### src/hdl/mcheck_pkg.sv
package mcheck_pkg;

   // =========================================================
   // frame layout
   localparam int FRAME_WORDS = 9;
   localparam logic [31:0] FRAME_BYTE_COUNT = 32'h0000_0018;
   localparam logic [7:0] OFF_COUNT = 8'h00;
   localparam logic [7:0] OFF_CODE = 8'h04;
   localparam logic [7:0] OFF_VADDR = 8'h08;
   localparam logic [7:0] OFF_VIBA = 8'h0C;
   localparam logic [7:0] OFF_INTR = 8'h10;
   localparam logic [7:0] OFF_INTERNAL = 8'h14;
   localparam logic [7:0] OFF_IREG = 8'h18;
   localparam logic [7:0] OFF_PC = 8'h1C;
   localparam logic [7:0] OFF_STATUS = 8'h20;
   localparam logic [7:0] WORD_BYTES = 8'h04;

   // =========================================================
   // error codes
   localparam logic [7:0] CODE_FP_XFER = 8'h01;
   localparam logic [7:0] CODE_FP_RSVD = 8'h02;
   localparam logic [7:0] CODE_FP_OPPAR = 8'h03;
   localparam logic [7:0] CODE_FP_STAT = 8'h04;
   localparam logic [7:0] CODE_FP_RESPAR = 8'h05;
   localparam logic [7:0] CODE_TB_MISS = 8'h08;
   localparam logic [7:0] CODE_TB_HIT = 8'h09;
   localparam logic [7:0] CODE_INTERRUPT_IDENTIFIER = 8'h0A;
   localparam logic [7:0] CODE_STR_MOVE = 8'h0B;
   localparam logic [7:0] CODE_TRAP = 8'h0C;
   localparam logic [7:0] CODE_CS_ADDR = 8'h0D;
   localparam logic [7:0] CODE_CACHE_PAR = 8'h10;
   localparam logic [7:0] CODE_BUS_RD = 8'h11;
   localparam logic [7:0] CODE_BUS_WR = 8'h12;
   localparam logic [7:0] CODE_BUS_TRAP = 8'h13;
   localparam logic [7:0] CODE_VECTOR = 8'h14;
   localparam logic [7:0] CODE_ISTREAM = 8'h15;
   localparam int NUM_FAULTS = 17;

   // =========================================================
   // captured processor state
   typedef struct packed {
      logic [31:0] vaddr;
      logic [31:0] viba;
      logic [31:0] intr_state;
      logic [31:0] internal_state;
      logic [31:0] internal_reg;
      logic [31:0] inst_pc;
      logic [31:0] status;
   } cpu_state_s;

   typedef struct packed {
      logic valid;
      logic [7:0] offset;
      logic [31:0] data;
   } frame_word_s;

endpackage : mcheck_pkg

### src/hdl/fault_encoder.sv
`timescale 1ns/1ns
`default_nettype none
// =========================================================
// fixed priority fault encoder, lowest index wins
module fault_encoder #(
   parameter int N = mcheck_pkg::NUM_FAULTS
) (
   input wire logic [N-1:0] fault,
   output logic hit,
   output logic [7:0] code
);
   localparam logic [7:0] CODES [mcheck_pkg::NUM_FAULTS] = '{
      mcheck_pkg::CODE_FP_XFER, mcheck_pkg::CODE_FP_RSVD, mcheck_pkg::CODE_FP_OPPAR,
      mcheck_pkg::CODE_FP_STAT, mcheck_pkg::CODE_FP_RESPAR, mcheck_pkg::CODE_TB_MISS,
      mcheck_pkg::CODE_TB_HIT, mcheck_pkg::CODE_INTERRUPT_IDENTIFIER, mcheck_pkg::CODE_STR_MOVE,
      mcheck_pkg::CODE_TRAP, mcheck_pkg::CODE_CS_ADDR, mcheck_pkg::CODE_CACHE_PAR,
      mcheck_pkg::CODE_BUS_RD, mcheck_pkg::CODE_BUS_WR, mcheck_pkg::CODE_BUS_TRAP,
      mcheck_pkg::CODE_VECTOR, mcheck_pkg::CODE_ISTREAM};

   always_comb begin
      hit = 1'b0;
      code = mcheck_pkg::CODE_FP_XFER;
      for (int i = N - 1; i >= 0; i--) begin
         if (fault[i]) begin
            hit = 1'b1;
            code = CODES[i];
         end
      end
   end
endmodule : fault_encoder
`default_nettype wire

### src/hdl/frame_store.sv
`timescale 1ns/1ns
`default_nettype none
// =========================================================
// frame memory, registered read port
module frame_store #(
   parameter int DEPTH = mcheck_pkg::FRAME_WORDS
) (
   input wire logic clk,
   input wire logic we,
   input wire logic [3:0] waddr,
   input wire logic [31:0] wdata,
   input wire logic [3:0] raddr,
   output logic [31:0] rdata
);
   logic [31:0] mem [DEPTH];

   always_ff @(posedge clk) begin
      if (we) begin
         mem[waddr] <= wdata;
      end
      rdata <= mem[raddr];
   end
endmodule : frame_store
`default_nettype wire

### src/hdl/machine_check_frame.sv
`timescale 1ns/1ns
`default_nettype none
// Function
// - frame top holds byte count 18
// - error code at stack pointer plus four
// - codes 01 transfer, 02 reserved instruction
// - operand parity error gives code 03
// - unknown accelerator status gives code 04
// - result parity error gives code 05
// - buffer miss in translation flow: 08
// - buffer hit in translation flow: 09
// - codes 0A, 0B, 0C for undefined states
// - undefined control store address gives 0D
// - cache read parity error gives 10
// - bus read or parity error: 11
// - bus write or buffer clear error: 12
// - bus microtrap 13, vector error 14
// - instruction stream read error gives 15
// - plus eight holds virtual address pointer
// - saved pc is instruction start address
// - last word holds status longword
module machine_check_frame (
   input wire logic clk,
   input wire logic rst,
   input wire logic fp_xfer_err,
   input wire logic fp_rsvd_inst,
   input wire logic fp_operand_par,
   input wire logic fp_unknown_status,
   input wire logic fp_result_par,
   input wire logic tb_miss_in_flow,
   input wire logic tb_hit_in_flow,
   input wire logic bad_interrupt_identifier,
   input wire logic bad_string_move_state,
   input wire logic bad_trap_code,
   input wire logic bad_cs_addr,
   input wire logic cache_read_par,
   input wire logic bus_read_err,
   input wire logic bus_write_err,
   input wire logic bus_microtrap,
   input wire logic vector_err,
   input wire logic istream_read_err,
   input wire mcheck_pkg::cpu_state_s cpu_state,
   input wire logic frame_ack,
   input wire logic [3:0] read_index,
   output logic busy,
   output mcheck_pkg::frame_word_s frame_word,
   output logic frame_done,
   output logic [7:0] last_code,
   output logic [31:0] read_data
);
   // =========================================================
   // fault intake
   typedef enum {IDLE, PUSH, WAIT_ACK} state_e;

   logic [mcheck_pkg::NUM_FAULTS-1:0] faults;
   logic hit;
   logic [7:0] code;

   assign faults = {istream_read_err,
                    vector_err,
                    bus_microtrap,
                    bus_write_err,
                    bus_read_err,
                    cache_read_par,
                    bad_cs_addr,
                    bad_trap_code,
                    bad_string_move_state,
                    bad_interrupt_identifier,
                    tb_hit_in_flow,
                    tb_miss_in_flow,
                    fp_result_par,
                    fp_unknown_status,
                    fp_operand_par,
                    fp_rsvd_inst,
                    fp_xfer_err};

   fault_encoder #(.N(mcheck_pkg::NUM_FAULTS)) u_enc (
      .fault(faults),
      .hit(hit),
      .code(code)
   );

   // =========================================================
   // frame sequencer
   state_e state, next_state;
   logic [3:0] idx, next_idx;
   logic [7:0] held_code, next_held_code;
   mcheck_pkg::cpu_state_s snap, next_snap;
   mcheck_pkg::frame_word_s next_frame_word;
   logic [7:0] next_last_code;
   logic next_frame_done;
   logic [31:0] word_data;
   logic store_we;

   // snapshot taken on the detect cycle so later state changes can't leak in
   always_comb begin
      unique case (idx)
         4'h0: word_data = mcheck_pkg::FRAME_BYTE_COUNT;
         4'h1: word_data = {24'h0, held_code};
         4'h2: word_data = snap.vaddr;
         4'h3: word_data = snap.viba;
         4'h4: word_data = snap.intr_state;
         4'h5: word_data = snap.internal_state;
         4'h6: word_data = snap.internal_reg;
         4'h7: word_data = snap.inst_pc;
         default: word_data = snap.status;
      endcase
   end

   always_comb begin
      next_state = state;
      next_idx = idx;
      next_held_code = held_code;
      next_snap = snap;
      next_frame_word = '0;
      next_frame_done = 1'b0;
      next_last_code = last_code;
      unique case (state)
         IDLE: begin
            // only encoder hits reach the frame; reserved codes cannot arise
            if (hit) begin
               next_state = PUSH;
               next_idx = '0;
               next_held_code = code;
               next_snap = cpu_state;
            end
         end
         PUSH: begin
            next_frame_word.valid = 1'b1;
            next_frame_word.offset = 8'(idx) * mcheck_pkg::WORD_BYTES;
            next_frame_word.data = word_data;
            if (idx == 4'(mcheck_pkg::FRAME_WORDS - 1)) begin
               next_state = WAIT_ACK;
               next_frame_done = 1'b1;
               next_last_code = held_code;
            end else begin
               next_idx = idx + 4'h1;
            end
         end
         WAIT_ACK: begin
            // faults during handling are dropped: one frame at a time
            if (frame_ack) begin
               next_state = IDLE;
            end
         end
      endcase
   end

   always_ff @(posedge clk) begin
      if (rst) begin
         state <= IDLE;
         idx <= '0;
         held_code <= '0;
         snap <= '0;
         frame_word <= '0;
         frame_done <= 1'b0;
         last_code <= '0;
      end else begin
         state <= next_state;
         idx <= next_idx;
         held_code <= next_held_code;
         snap <= next_snap;
         frame_word <= next_frame_word;
         frame_done <= next_frame_done;
         last_code <= next_last_code;
      end
   end

   assign busy = (state != IDLE);
   assign store_we = (state == PUSH);

   frame_store #(.DEPTH(mcheck_pkg::FRAME_WORDS)) u_store (
      .clk(clk),
      .we(store_we),
      .waddr(idx),
      .wdata(word_data),
      .raddr(read_index),
      .rdata(read_data)
   );

   // =========================================================
   // checks: frame words
   // word n of the frame shows n+2 edges after the fault is taken
   count_word_a: assert property (@(posedge clk) disable iff (rst)
      frame_word.valid && frame_word.offset == mcheck_pkg::OFF_COUNT
      |-> frame_word.data == mcheck_pkg::FRAME_BYTE_COUNT)
      else $error("byte count word wrong");
   code_word_a: assert property (@(posedge clk) disable iff (rst)
      frame_word.valid && frame_word.offset == mcheck_pkg::OFF_CODE
      |-> frame_word.data == {24'h0, held_code})
      else $error("code word wrong");
   vaddr_word_a: assert property (@(posedge clk) disable iff (rst)
      state == IDLE && hit |=> ##3 frame_word.offset == mcheck_pkg::OFF_VADDR
      && frame_word.data == $past(cpu_state.vaddr, 4))
      else $error("address word wrong");
   pc_word_a: assert property (@(posedge clk) disable iff (rst)
      state == IDLE && hit |=> ##8 frame_word.offset == mcheck_pkg::OFF_PC
      && frame_word.data == $past(cpu_state.inst_pc, 9))
      else $error("pc word wrong");
   status_word_a: assert property (@(posedge clk) disable iff (rst)
      state == IDLE && hit |=> ##9 frame_done && frame_word.offset == mcheck_pkg::OFF_STATUS
      && frame_word.data == $past(cpu_state.status, 10))
      else $error("status word wrong");
   done_last_a: assert property (@(posedge clk) disable iff (rst)
      frame_done
      |-> frame_word.valid && frame_word.offset == mcheck_pkg::OFF_STATUS)
      else $error("done not on last word");
   done_pulse_a: assert property (@(posedge clk) disable iff (rst)
      frame_done
      |=> !frame_done)
      else $error("done longer than one cycle");
   offset_step_a: assert property (@(posedge clk) disable iff (rst)
      frame_word.valid && !frame_done |=> frame_word.valid
      && frame_word.offset == $past(frame_word.offset) + mcheck_pkg::WORD_BYTES)
      else $error("frame offsets out of order");

   // =========================================================
   // checks: error codes, lower code wins when faults coincide
   fp_xfer_a: assert property (@(posedge clk) disable iff (rst)
      state == IDLE && fp_xfer_err
      |=> held_code == mcheck_pkg::CODE_FP_XFER)
      else $error("transfer error code wrong");
   fp_rsvd_a: assert property (@(posedge clk) disable iff (rst)
      state == IDLE && fp_rsvd_inst && faults[0] == 1'b0
      |=> held_code == mcheck_pkg::CODE_FP_RSVD)
      else $error("reserved instruction code wrong");
   fp_oppar_a: assert property (@(posedge clk) disable iff (rst)
      state == IDLE && fp_operand_par && faults[1:0] == 2'b00
      |=> held_code == mcheck_pkg::CODE_FP_OPPAR)
      else $error("operand parity code wrong");
   fp_stat_a: assert property (@(posedge clk) disable iff (rst)
      state == IDLE && fp_unknown_status && faults[2:0] == 3'h0
      |=> held_code == mcheck_pkg::CODE_FP_STAT)
      else $error("unknown status code wrong");
   fp_respar_a: assert property (@(posedge clk) disable iff (rst)
      state == IDLE && fp_result_par && faults[3:0] == 4'h0
      |=> held_code == mcheck_pkg::CODE_FP_RESPAR)
      else $error("result parity code wrong");
   tb_miss_a: assert property (@(posedge clk) disable iff (rst)
      state == IDLE && tb_miss_in_flow && faults[4:0] == 5'h00
      |=> held_code == mcheck_pkg::CODE_TB_MISS)
      else $error("buffer miss code wrong");
   tb_hit_a: assert property (@(posedge clk) disable iff (rst)
      state == IDLE && tb_hit_in_flow && faults[5:0] == 6'h00
      |=> held_code == mcheck_pkg::CODE_TB_HIT)
      else $error("buffer hit code wrong");
   interrupt_identifier_a: assert property (@(posedge clk) disable iff (rst)
      state == IDLE && bad_interrupt_identifier && faults[6:0] == 7'h00
      |=> held_code == mcheck_pkg::CODE_INTERRUPT_IDENTIFIER)
      else $error("interrupt identifier code wrong");
   str_move_a: assert property (@(posedge clk) disable iff (rst)
      state == IDLE && bad_string_move_state && faults[7:0] == 8'h00
      |=> held_code == mcheck_pkg::CODE_STR_MOVE)
      else $error("string move code wrong");
   trap_code_a: assert property (@(posedge clk) disable iff (rst)
      state == IDLE && bad_trap_code && faults[8:0] == 9'h000
      |=> held_code == mcheck_pkg::CODE_TRAP)
      else $error("trap code wrong");
   cs_addr_a: assert property (@(posedge clk) disable iff (rst)
      state == IDLE && bad_cs_addr && faults[9:0] == '0
      |=> held_code == mcheck_pkg::CODE_CS_ADDR)
      else $error("control store code wrong");
   cache_par_a: assert property (@(posedge clk) disable iff (rst)
      state == IDLE && cache_read_par && faults[10:0] == 11'h000
      |=> held_code == mcheck_pkg::CODE_CACHE_PAR)
      else $error("cache parity code wrong");
   bus_read_a: assert property (@(posedge clk) disable iff (rst)
      state == IDLE && bus_read_err && faults[11:0] == 12'h000
      |=> held_code == mcheck_pkg::CODE_BUS_RD)
      else $error("bus read code wrong");
   bus_write_a: assert property (@(posedge clk) disable iff (rst)
      state == IDLE && bus_write_err && faults[12:0] == 13'h0000
      |=> held_code == mcheck_pkg::CODE_BUS_WR)
      else $error("bus write code wrong");
   bus_trap_a: assert property (@(posedge clk) disable iff (rst)
      state == IDLE && bus_microtrap && faults[13:0] == 14'h0000
      |=> held_code == mcheck_pkg::CODE_BUS_TRAP)
      else $error("bus microtrap code wrong");
   vector_code_a: assert property (@(posedge clk) disable iff (rst)
      state == IDLE && vector_err && faults[14:0] == 15'h0000
      |=> held_code == mcheck_pkg::CODE_VECTOR)
      else $error("vector code wrong");
   istream_code_a: assert property (@(posedge clk) disable iff (rst)
      state == IDLE && faults == 17'h10000
      |=> held_code == mcheck_pkg::CODE_ISTREAM)
      else $error("istream code wrong");
   no_reserved_a: assert property (@(posedge clk) disable iff (rst)
      frame_done
      |-> last_code inside {[8'h01:8'h05], [8'h08:8'h0D], [8'h10:8'h15]})
      else $error("reserved code written");

   // =========================================================
   // checks: busy and acknowledge
   valid_busy_a: assert property (@(posedge clk) disable iff (rst)
      frame_word.valid
      |-> busy)
      else $error("frame word while idle");
   ack_release_a: assert property (@(posedge clk) disable iff (rst)
      state == WAIT_ACK && frame_ack
      |=> !busy)
      else $error("busy after acknowledge");
   ack_wait_a: assert property (@(posedge clk) disable iff (rst)
      state == WAIT_ACK && !frame_ack
      |=> busy)
      else $error("busy dropped without acknowledge");
   code_hold_a: assert property (@(posedge clk) disable iff (rst)
      busy
      |=> $stable(held_code))
      else $error("code changed while busy");
endmodule : machine_check_frame
`default_nettype wire

### config.mk
export PLATFORM = sky130hd
export DESIGN_NAME = machine_check_frame
export DESIGN_NICKNAME = d
export VERILOG_FILES = /design/src/hdl/mcheck_pkg.sv /design/src/hdl/fault_encoder.sv /design/src/hdl/frame_store.sv /design/src/hdl/machine_check_frame.sv
export SDC_FILE = /design/constraint.sdc
export NUM_CORES = 1
export LEC_CHECK = 0
export ABC_CLOCK_PERIOD_IN_PS = 4800
export BUFFER_PORTS_ARGS = -buffer_cell sky130_fd_sc_hd__buf_2
export CAP_MARGIN = 15
export CELL_PAD_IN_SITES_DETAIL_PLACEMENT = 0
export CELL_PAD_IN_SITES_GLOBAL_PLACEMENT = 1
export CORE_MARGIN = 8
export CORE_UTILIZATION = 46
export CTS_BUF_LIST = sky130_fd_sc_hd__clkbuf_8 sky130_fd_sc_hd__clkbuf_16
export DETAILED_ROUTE_END_ITERATION = 8
export HOLD_SLACK_MARGIN = 0.02
export PLACE_DENSITY_LB_ADDON = 0.25
export SYNTH_ARGS = -nofsm -noshare
export SYNTH_HDL_FRONTEND = slang
export SYNTH_SLANG_ARGS = --single-unit
### constraint.sdc
create_clock -name clk -period 4.8 [get_ports clk]
set_clock_uncertainty 0.1 [all_clocks]
set_input_delay 1.2 -clock clk [delete_from_list [all_inputs] [get_ports clk]]
set_output_delay 1.2 -clock clk [all_outputs]
set_load 0.02 [all_outputs]
==> key figures, run 1 <==
Worst setup path
  – Critical Path Source Type: flop
  – Required time worst endpoint: 3.50 ns
  – CP max FO: 10
  – Worst Path Arrival: 1.81 ns
  – Setup slack, reg-to-reg: 1.70 ns
  – Worst setup EP type: primary output
  – Setup Crit Path Kind: flop to primary output

Placement
  – DP Wirelength: 42400 um
  – GP Congestion: 0.849
  – PortBufs: 323
  – Pre-CTS WS: 1.46 ns

Detailed routing
  – Wirelength, routed: 64400 um
  – WL/cell: 21.8 um
  – Vias: 15.9k
  – Antenna viol nets, final: 0
  – DRC: 0
  – Vias per cell: 5.38
  – Initial DRC count: 1384
  – Drt first pass iters: 6

Global route
  – Largest net degree at the start of global routing: 145
  – First-pass GRT wire length: 96500 um
  – All-Layer GR Usage: 20.8%
  – Overflow after GRT: 0
  – Initial antenna violation count: 4
  – Vias in the first global route: 16.1k

Floorplan
  – Row Count: 84
  – Initial Util: 46.2%
  – Die X: 245 um
  – Die area: 59900 um^2
  – DIE HEIGHT: 245 um
  – Num ports: 331
  – Core Area: 52100 um^2

Cells and area
  – Nets@finish: 2474
  – ANT cells: 0
  – Layout overhead on the synthesized area: 17.1%
  – Layout cells sized above 1: 23.6%

Logic synthesis
  – Number of synthesized flops with an enable pin: 288
  – Most used DFF post-synth: dfxtp_1
  – Largest cells by area after synthesis: edfxtp_1 (36%), dfxtp_1 (26%), mux2i_1 (11%)
  – Synth top area share: 35.9%
  – Yosys warning total: 0
  – Asr flop ratio synth: 0%
  – Distinct cells, synth: 55
  – Post-Syn Area: 24100 um^2
  – Register bit total from synthesis: 598
  – Area leader, netlist: edfxtp_1
  – Cells after Synth: 1943
  – Seq/Total Area, Yosys: 61.7%
  – Synth Area per Inst: 12.4 um^2

Clock network
  – Number of CTS-inserted buffers: 60
  – Setup repair bufs after CTS: 0
  – CTS tree: built
  – Root Buffer: clkbuf_16
  – CTS clk-pin slew, worst paths: 0.06 ns
  – Post-cts resize count: 0
  – CTS hold repair buffers: 0
  – Worst skew pair latency: 0.63 ns
  – CTS H-tree lvls: 2
  – Total number of clock tree sinks: 598
  – CTS max path bufs: 3

Power
  – Max IR drop VDD: 0.368 mV
  – Leak: 11.6 nW
  – Total power: 13.9 mW
  – Pwr dens: 494 nW/um^2

Timing
  – PnR worst setup slack: 1.69 ns
  – Worst slew pin tran: 0.998 ns
  – Final Setup Violations: 0
  – Setup TNS: 0 ns
  – Final Cycle Share: 64.8%
  – F_max: 0.321 GHz
  – Fin crit period: 3.11 ns
  – Final Max Tran Viols: 0
  – RSZ-0062 raised after global routing: false
  – Hold Vio Cnt, Final: 0
  – Slew Limit Headroom: 32.8%

Status
  – Status: finished, final reports clean

Min path
  – Worst min-delay path category: flop to flop

Run
  – Max-cap violations: 0
## metal layers
metal | up-vias | track usage (%) | wire [um]
met5 | - | 0 | 46
met1 | 7761 | 29.3 | 29200
met3 | 104 | 4.47 | 4380
met2 | 472 | 32.4 | 29400
li1 | 7529 | - | -
met4 | 8 | 5.47 | 1350
## final timing paths
| path | endpoint | depth (start not counted) | startpoint |
|---|---|---|---|
| setup / recovery | busy | 4 | state[0] |
| setup reg to reg | u_store.mem[8][3] | 5 | idx[0] |
| hold / removal | u_store.rdata[18] | 2 | u_store.mem[8][18] |
| hold reg to reg | u_store.rdata[18] | 2 | u_store.mem[8][18] |
## registers in the layout, indices dropped and copies added (netlist names)
signal / cells
u_store.rdata: 32
idx: 4
u_store.mem: 288
snap: 224
frame_word: 37
state: 2
held_code: 5
last_code: 5
frame_done: 1
## metrics by stage
step	cell area [um^2]	hold WS (ns)	cells	utilization (%)
after floorplan	24100	0.318	1949	-
after global placement	26200	0.329	2844	50.3
after detailed placement	26200	0.332	2844	50.3
after CTS	28200	0.346	2952	54.0
after global routing	28200	0.369	2953	54.0
final	28200	0.343	2953	54.0
## synthesized netlist by cell type (3+ instances only)
| master | instances |
|---|---|
| and3_1 | 9 |
| nor4_1 | 3 |
| buf_4 | 7 |
| a21oi_1 | 17 |
| mux2_2 | 5 |
| ha_1 | 7 |
| dfxtp_1 | 310 |
| inv_1 | 19 |
| a32o_1 | 8 |
| nor2b_1 | 3 |
| a211oi_1 | 4 |
| a22oi_1 | 27 |
| buf_6 | 18 |
| nor2_1 | 19 |
| a222oi_1 | 10 |
| nor3_1 | 4 |
| nand2b_1 | 4 |
| a22o_1 | 9 |
| buf_2 | 21 |
| mux4_2 | 64 |
| edfxtp_1 | 288 |
| and2_1 | 30 |
| nand3_1 | 23 |
| clkbuf_1 | 99 |
| nand2_1 | 517 |
| o31ai_1 | 4 |
| a221oi_1 | 4 |
| buf_1 | 7 |
| mux2i_1 | 275 |
| o21ai_0 | 52 |
| o22ai_1 | 15 |
| a221o_1 | 28 |
| a21boi_0 | 3 |
## final cells by class
class	instances	area (um^2)
Clock buffer	72	1670
Fill cell	4550	24000
Inverter	19	78.8
Clock inverter	36	279
Multi-Input combinational cell	1180	8450
Sequential cell	598	14900
Timing Repair Buffer	360	1980
Tap cell	688	861
## critical path: stages (launching register included)
cell and delay [ns]:
dfxtp_1 0.32, inv_1 0.09, ha_1 0.37, inv_1 0.21, buf_2 0.21
## cell families after synthesis
logic type / count (synthesis) / share of synthesized area [%]
AOI/OAI and AO/OA: 198 / 6.09
adders and majority gates: 7 / 0.364
buffers and inverters: 171 / 3.45
DFF: 598 / 61.7
muxes: 344 / 17.7
other: 1 / 0.0156
and+or+nand+nor: 624 / 10.7
## layout by cell type, fill, tap and decap left out, types with 4 or more instances in the layout
cell	count
a211oi_1	4
a21oi_1	17
a221o_1	28
a221oi_1	4
a222oi_1	10
a22o_1	9
a22oi_1	27
a32o_1	8
and2_1	30
and3_1	9
buf_12	7
buf_2	322
buf_4	30
clkbuf_16	60
clkbuf_8	12
clkinv_1	4
clkinv_2	10
conb_1	7
dfxtp_1	309
edfxtp_1	288
ha_2	4
inv_1	32
mux2_2	5
mux2i_1	275
mux4_2	64
nand2_1	517
nand2b_1	4
nand3_1	23
nor2_1	18
o21ai_0	52
o22ai_1	15
o31ai_1	4
## where the power goes
group,internal [mW],switching [mW]
Sequential,6.15,0.312
Combinational,1.18,1.69
Clock,2.62,1.97
Total,9.95,3.96
Power figures use the tool's default switching activity.
==> run 2: changes to the inputs <==
--- a/config.mk
+++ b/config.mk
@@ -5,7 +5,7 @@
 export SDC_FILE = /design/constraint.sdc
 export NUM_CORES = 1
 export LEC_CHECK = 0
-export ABC_CLOCK_PERIOD_IN_PS = 4800
+export ABC_CLOCK_PERIOD_IN_PS = 3170
 export BUFFER_PORTS_ARGS = -buffer_cell sky130_fd_sc_hd__buf_2
 export CAP_MARGIN = 15
 export CELL_PAD_IN_SITES_DETAIL_PLACEMENT = 0
==> constraint.sdc (replaced) <==
create_clock -name clk -period 3.17 [get_ports clk]
set_clock_uncertainty 0.1 [all_clocks]
set_input_delay 0.7925 -clock clk [delete_from_list [all_inputs] [get_ports clk]]
set_output_delay 0.7925 -clock clk [all_outputs]
set_load 0.02 [all_outputs]
==> run 2 against run 1 <==
Compared with the run above: core utilization up 0.52 points; register-to-register slack worse by 1.6 ns; sequential power grew 51%; highest routed layer unchanged; critical path type is now flop to flop; largest cell class unchanged.
==> key figures, run 2 (synthesis gave the netlist of run 1 again) <==
Status
  – Status: finished, final reports clean

Floorplan
  – Die X: 245 um
  – Row Count: 84
  – Core Area: 52100 um^2
  – DIE HEIGHT: 245 um
  – Die area: 59900 um^2
  – Initial Util: 46.2%
  – Num ports: 331

Cells and area
  – Seq. cell area: 14900 um^2
  – Most common cell after layout, fill and taps aside: nand2_1
  – Number of fill cells: 4520
  – Top Registers: u_store.mem: 288 flops, snap: 224 flops, frame_word: 37 flops
  – Layout cells sized above 1: 24.0%
  – Largest Register: u_store.mem
  – Layout overhead on the synthesized area: 18.2%
  – Most frequent cells in the layout: nand2_1 (517), buf_2 (322), dfxtp_1 (309)
  – Max reg flops: 288
  – Post-layout util: 54.6%
  – Multi-input gate area: 8450 um^2
  – Nets@finish: 2482

Clock network
  – Total number of clock tree sinks: 598
  – Root Buffer: clkbuf_16
  – CTS H-tree lvls: 2
  – CTS clk-pin slew, worst paths: 0.06 ns
  – CTS tree: built
  – Worst skew pair latency: 0.63 ns
  – CTS hold repair buffers: 0
  – Number of CTS-inserted buffers: 60
  – CTS max path bufs: 3

Worst setup path
  – Required time worst endpoint: 3.33 ns
  – Critical Path Source Type: flop
  – Worst Path Arrival: 3.19 ns
  – CP max FO: 12
  – Setup Crit Path Kind: flop to flop
  – Worst setup EP type: flop

Global route
  – First-pass GRT wire length: 97300 um
  – Vias in the first global route: 16.2k
  – All-Layer GR Usage: 21.0%
  – Overflow after GRT: 0
  – Initial antenna violation count: 6
  – Largest net degree at the start of global routing: 164

Detailed routing
  – WL/cell: 21.8 um
  – Vias: 16.0k
  – Initial DRC count: 1401
  – Vias per cell: 5.40
  – Wirelength, routed: 64800 um
  – Antenna viol nets, final: 0
  – Drt first pass iters: 6
  – DRC: 0

Timing
  – F_max: 0.330 GHz
  – Worst slew pin tran: 0.939 ns
  – Fin crit period: 3.03 ns
  – RSZ-0062 raised after global routing: false
  – Hold Vio Cnt, Final: 0
  – Final Max Tran Viols: 0
  – Final Cycle Share: 95.6%
  – Final Setup Violations: 0
  – Slew Limit Headroom: 36.8%

Placement
  – PortBufs: 323
  – DP Wirelength: 43000 um
  – GP Congestion: 0.841

Min path
  – Worst min-delay path category: input port to flop

Power
  – Leak: 11.7 nW
  – Max IR drop VDD: 0.562 mV
  – Pwr dens: 749 nW/um^2
  – Total power: 21.3 mW

Run
  – Max-cap violations: 0
[run 2: cell count changes in the layout (fill, tap and decap cells not counted), sizes merged]
| cell | before | now |
|---|---|---|
| buf | 359 | 368 |
| diode | 0 | 3 |
| clkbuf | 73 | 75 |
| bufinv | 3 | 4 |
| clkinv | 15 | 16 |
| clkinvlp | 2 | 1 |
| inv | 35 | 36 |
[run 2: final cells by class]
type | instances | share of cell area [%]
flip-flops and latches | 598 | 52.2
multi-input cells | 1180 | 29.7
repair buffers | 368 | 7.54
clock buffers | 75 | 6.08
well taps | 688 | 3.03
clock inverters | 38 | 1.09
inverters | 19 | 0.277
diodes | 3 | 0.0264
[run 2: timing repair]
item / in CTS / in global routing
resized for setup: 0 / 1
endpoints found under the setup margin: 0 / 18
buffers inserted: 0 / 2
[run 2: critical path: stages, from the launching register on]
cell and delay [ns]:
dfxtp_1 0.41, inv_1 0.13, ha_2 0.30, a211oi_1 0.40, o21ai_0 0.13, a222oi_1 0.77
o21ai_1 0.43
[run 2: final timing paths]
| check | start | to | slack (ns) | depth (start not counted) |
|---|---|---|---|---|
| max | idx[1] | u_store.mem[8][3] | 0.14 | 6 |
| max reg2reg | idx[1] | u_store.mem[8][3] | 0.14 | 6 |
| min | cpu_state[218] | snap[218] | 0.31 | 3 |
| min reg2reg | u_store.mem[8][22] | u_store.rdata[22] | 0.35 | 2 |
[run 2: per-layer routing]
metal  wire length, um  up-vias  part of all wire (%)  global-route usage, %
met2             29800      493                    46                   32.7
met4              1470        4                   2.3                   6.34
met1             29400     7894                    45                   29.4
met5                23        -                 0.035                      0
met3              4200       81                   6.5                   4.23
li1                  -     7548                     -                      -
[run 2: power breakdown]
part           switching [mW]  total, mW  internal [mW]
combinational            2.56       4.38           1.82
sequential              0.479       9.80           9.32
clock                    2.95       7.13           4.18
total                    5.99       21.3           15.3
[run 2: per-stage QoR]
stage	setup TNS, ns	instance area, um^2	hold slack [ns]	instances	setup WS, ns
6_report	0	28400	0.313	2969	0.140
5_1_grt	0	28400	0.292	2969	0.0895
4_1_cts	0	28400	0.274	2964	0.184
3_5_place_dp	0	26400	0.334	2851	0.183
3_3_place_gp	0	26400	0.330	2851	0.234
2_1_floorplan	-0.595	24100	0.318	1949	-0.0186
==> run 3: changes to the inputs <==
--- a/config.mk
+++ b/config.mk
@@ -5,15 +5,14 @@
 export SDC_FILE = /design/constraint.sdc
 export NUM_CORES = 1
 export LEC_CHECK = 0
-export ABC_CLOCK_PERIOD_IN_PS = 3170
+export ABC_CLOCK_PERIOD_IN_PS = 2900
 export BUFFER_PORTS_ARGS = -buffer_cell sky130_fd_sc_hd__buf_2
 export CAP_MARGIN = 15
-export CELL_PAD_IN_SITES_DETAIL_PLACEMENT = 0
-export CELL_PAD_IN_SITES_GLOBAL_PLACEMENT = 1
 export CORE_MARGIN = 8
 export CORE_UTILIZATION = 46
 export CTS_BUF_LIST = sky130_fd_sc_hd__clkbuf_8 sky130_fd_sc_hd__clkbuf_16
 export DETAILED_ROUTE_END_ITERATION = 8
+export GPL_ROUTABILITY_DRIVEN = 0
 export HOLD_SLACK_MARGIN = 0.02
 export PLACE_DENSITY_LB_ADDON = 0.25
 export SYNTH_ARGS = -nofsm -noshare
==> constraint.sdc (replaced) <==
create_clock -name clk -period 2.9 [get_ports clk]
set_clock_uncertainty 0.1 [all_clocks]
set_input_delay 0.725 -clock clk [delete_from_list [all_inputs] [get_ports clk]]
set_output_delay 0.725 -clock clk [all_outputs]
set_load 0.02 [all_outputs]
==> run 3 against run 2 <==
Compared with the run above: worst hold slack worse by 0.061 ns; sequential power is 9% higher; non-clock buffer count is 14 higher; cell area is 0.70% higher; flip-flop and latch count stayed put; highest routed layer is now met4; combinational power is 13% higher; via count stayed put.
==> key figures, run 3 (synthesis gave the netlist of run 1 again) <==
Cells and area
  – Multi-input gate area: 8450 um^2
  – Number of fill cells: 4420
  – Seq. cell area: 14900 um^2
  – ANT cells: 0
  – Top Registers: u_store.mem: 288 flops, snap: 224 flops, frame_word: 37 flops
  – Layout overhead on the synthesized area: 19.0%
  – Final cell count without fillers: 2978
  – Nets@finish: 2496
  – Largest Register: u_store.mem
  – Max reg flops: 288
  – Layout cells sized above 1: 24.3%
  – Most common cell after layout, fill and taps aside: nand2_1
  – Most frequent cells in the layout: nand2_1 (517), buf_2 (322), dfxtp_1 (309)

Global route
  – Largest net degree at the start of global routing: 156
  – First-pass GRT wire length: 95400 um
  – All-Layer GR Usage: 20.4%
  – Initial antenna violation count: 2
  – Overflow after GRT: 0
  – Vias in the first global route: 16.4k

Power
  – Max IR drop VDD: 0.572 mV
  – Pwr dens: 812 nW/um^2
  – Leak: 11.8 nW
  – Total power: 23.3 mW

Timing
  – Final Cycle Share: 92.5%
  – Setup TNS: 0 ns
  – F_max: 0.373 GHz
  – Final Setup Violations: 0
  – RSZ-0062 raised after global routing: false
  – Fin crit period: 2.68 ns
  – Slew Limit Headroom: 52.0%
  – Hold Vio Cnt, Final: 0
  – Final Max Tran Viols: 0
  – PnR worst setup slack: 0.217 ns
  – Worst slew pin tran: 0.720 ns

Floorplan
  – Die X: 245 um
  – Num ports: 331
  – Core Area: 52100 um^2
  – Initial Util: 46.2%
  – Die area: 59900 um^2
  – Row Count: 84
  – DIE HEIGHT: 245 um

Clock network
  – Setup repair bufs after CTS: 0
  – Post-cts resize count: 0
  – CTS tree: built
  – Total number of clock tree sinks: 598
  – CTS H-tree lvls: 2
  – Number of CTS-inserted buffers: 60
  – CTS clk-pin slew, worst paths: 0.06 ns
  – Worst skew pair latency: 0.62 ns
  – CTS hold repair buffers: 0
  – CTS max path bufs: 3
  – Root Buffer: clkbuf_16

Worst setup path
  – Required time worst endpoint: 2.08 ns
  – Worst R2R Start: idx[1]
  – Crit. Startpoint: state[0]
  – Critical Path Source Type: flop
  – Setup crit end: busy
  – Setup Crit Path Kind: flop to primary output
  – Worst setup EP type: primary output
  – Reg2Reg Capture Point: u_store.mem[8][3]
  – Worst Reg2Reg Path Length in Cells: 9
  – Setup slack, reg-to-reg: 0.29 ns
  – Worst Path Arrival: 1.86 ns
  – CP max FO: 10

Placement
  – Dpl cells: 2867
  – Pre-CTS WS: 0.263 ns
  – DP Wirelength: 42800 um
  – PortBufs: 323

Detailed routing
  – DRC: 0
  – WL/cell: 21.3 um
  – Drt first pass iters: 8
  – Vias: 16.0k
  – Antenna viol nets, final: 0
  – Wirelength, routed: 63300 um
  – Vias per cell: 5.38
  – Initial DRC count: 1405

Status
  – Status: finished, final reports clean

Min path
  – Worst min-delay path category: input port to flop

Run
  – Max-cap violations: 0
==> run 3: cell count changes in the layout (fill, tap and decap cells not counted), sizes merged <==
cell | previous run | this run
clkbuf | 75 | 69
buf | 368 | 382
inv | 36 | 40
diode | 3 | 0
==> run 3: worst min path at each step <==
| stage | endpoint | cells past startpoint | startpoint |
|---|---|---|---|
| after floorplan | u_store.rdata[30] | 2 | u_store.mem[8][30] |
| after global placement | u_store.rdata[9] | 2 | u_store.mem[8][9] |
| after detailed placement | u_store.rdata[9] | 2 | u_store.mem[8][9] |
| after CTS | snap[83] | 3 | cpu_state[83] |
| after global routing | snap[134] | 3 | cpu_state[134] |
| final | snap[119] | 3 | cpu_state[119] |
==> run 3: metal layers <==
layer | global-route usage (%) | vias up | part of all wire (%)
met5 | 0 | - | 0
met4 | 6.47 | 0 | 2.8
met3 | 4.22 | 104 | 6.4
met2 | 31.5 | 503 | 46
met1 | 28.6 | 7834 | 45
li1 | - | 7579 | -
==> run 3: power by group <==
group	switching [mW]	leakage [nW]	internal, mW
clock network	3.21	1.04	4.37
registers	0.541	5.26	10.2
logic	2.79	5.52	2.15
==> run 3: cell type report <==
cell class                      count  area share, %
Inverter                           19          0.275
Sequential cell                   598           51.9
Timing Repair Buffer              382           8.47
Tap cell                          688           3.01
Multi-Input combinational cell   1180           29.5
Clock buffer                       69           5.71
Clock inverter                     42           1.15
==> run 3: stage by stage <==
step | area, um^2 | util, % | hold WS (ns)
after global routing | 28600 | 54.9 | 0.225
after global placement | 26700 | 51.2 | 0.332
after detailed placement | 26700 | 51.2 | 0.339
after CTS | 28600 | 54.9 | 0.212
after floorplan | 24100 | - | 0.318
final | 28600 | 54.9 | 0.252
==> run 3: worst max-delay path, stage by stage, from the launching register on <==
cell and delay [ns]:
dfxtp_1 0.34, inv_1 0.08, ha_1 0.33, inv_1 0.26
buf_2 0.23
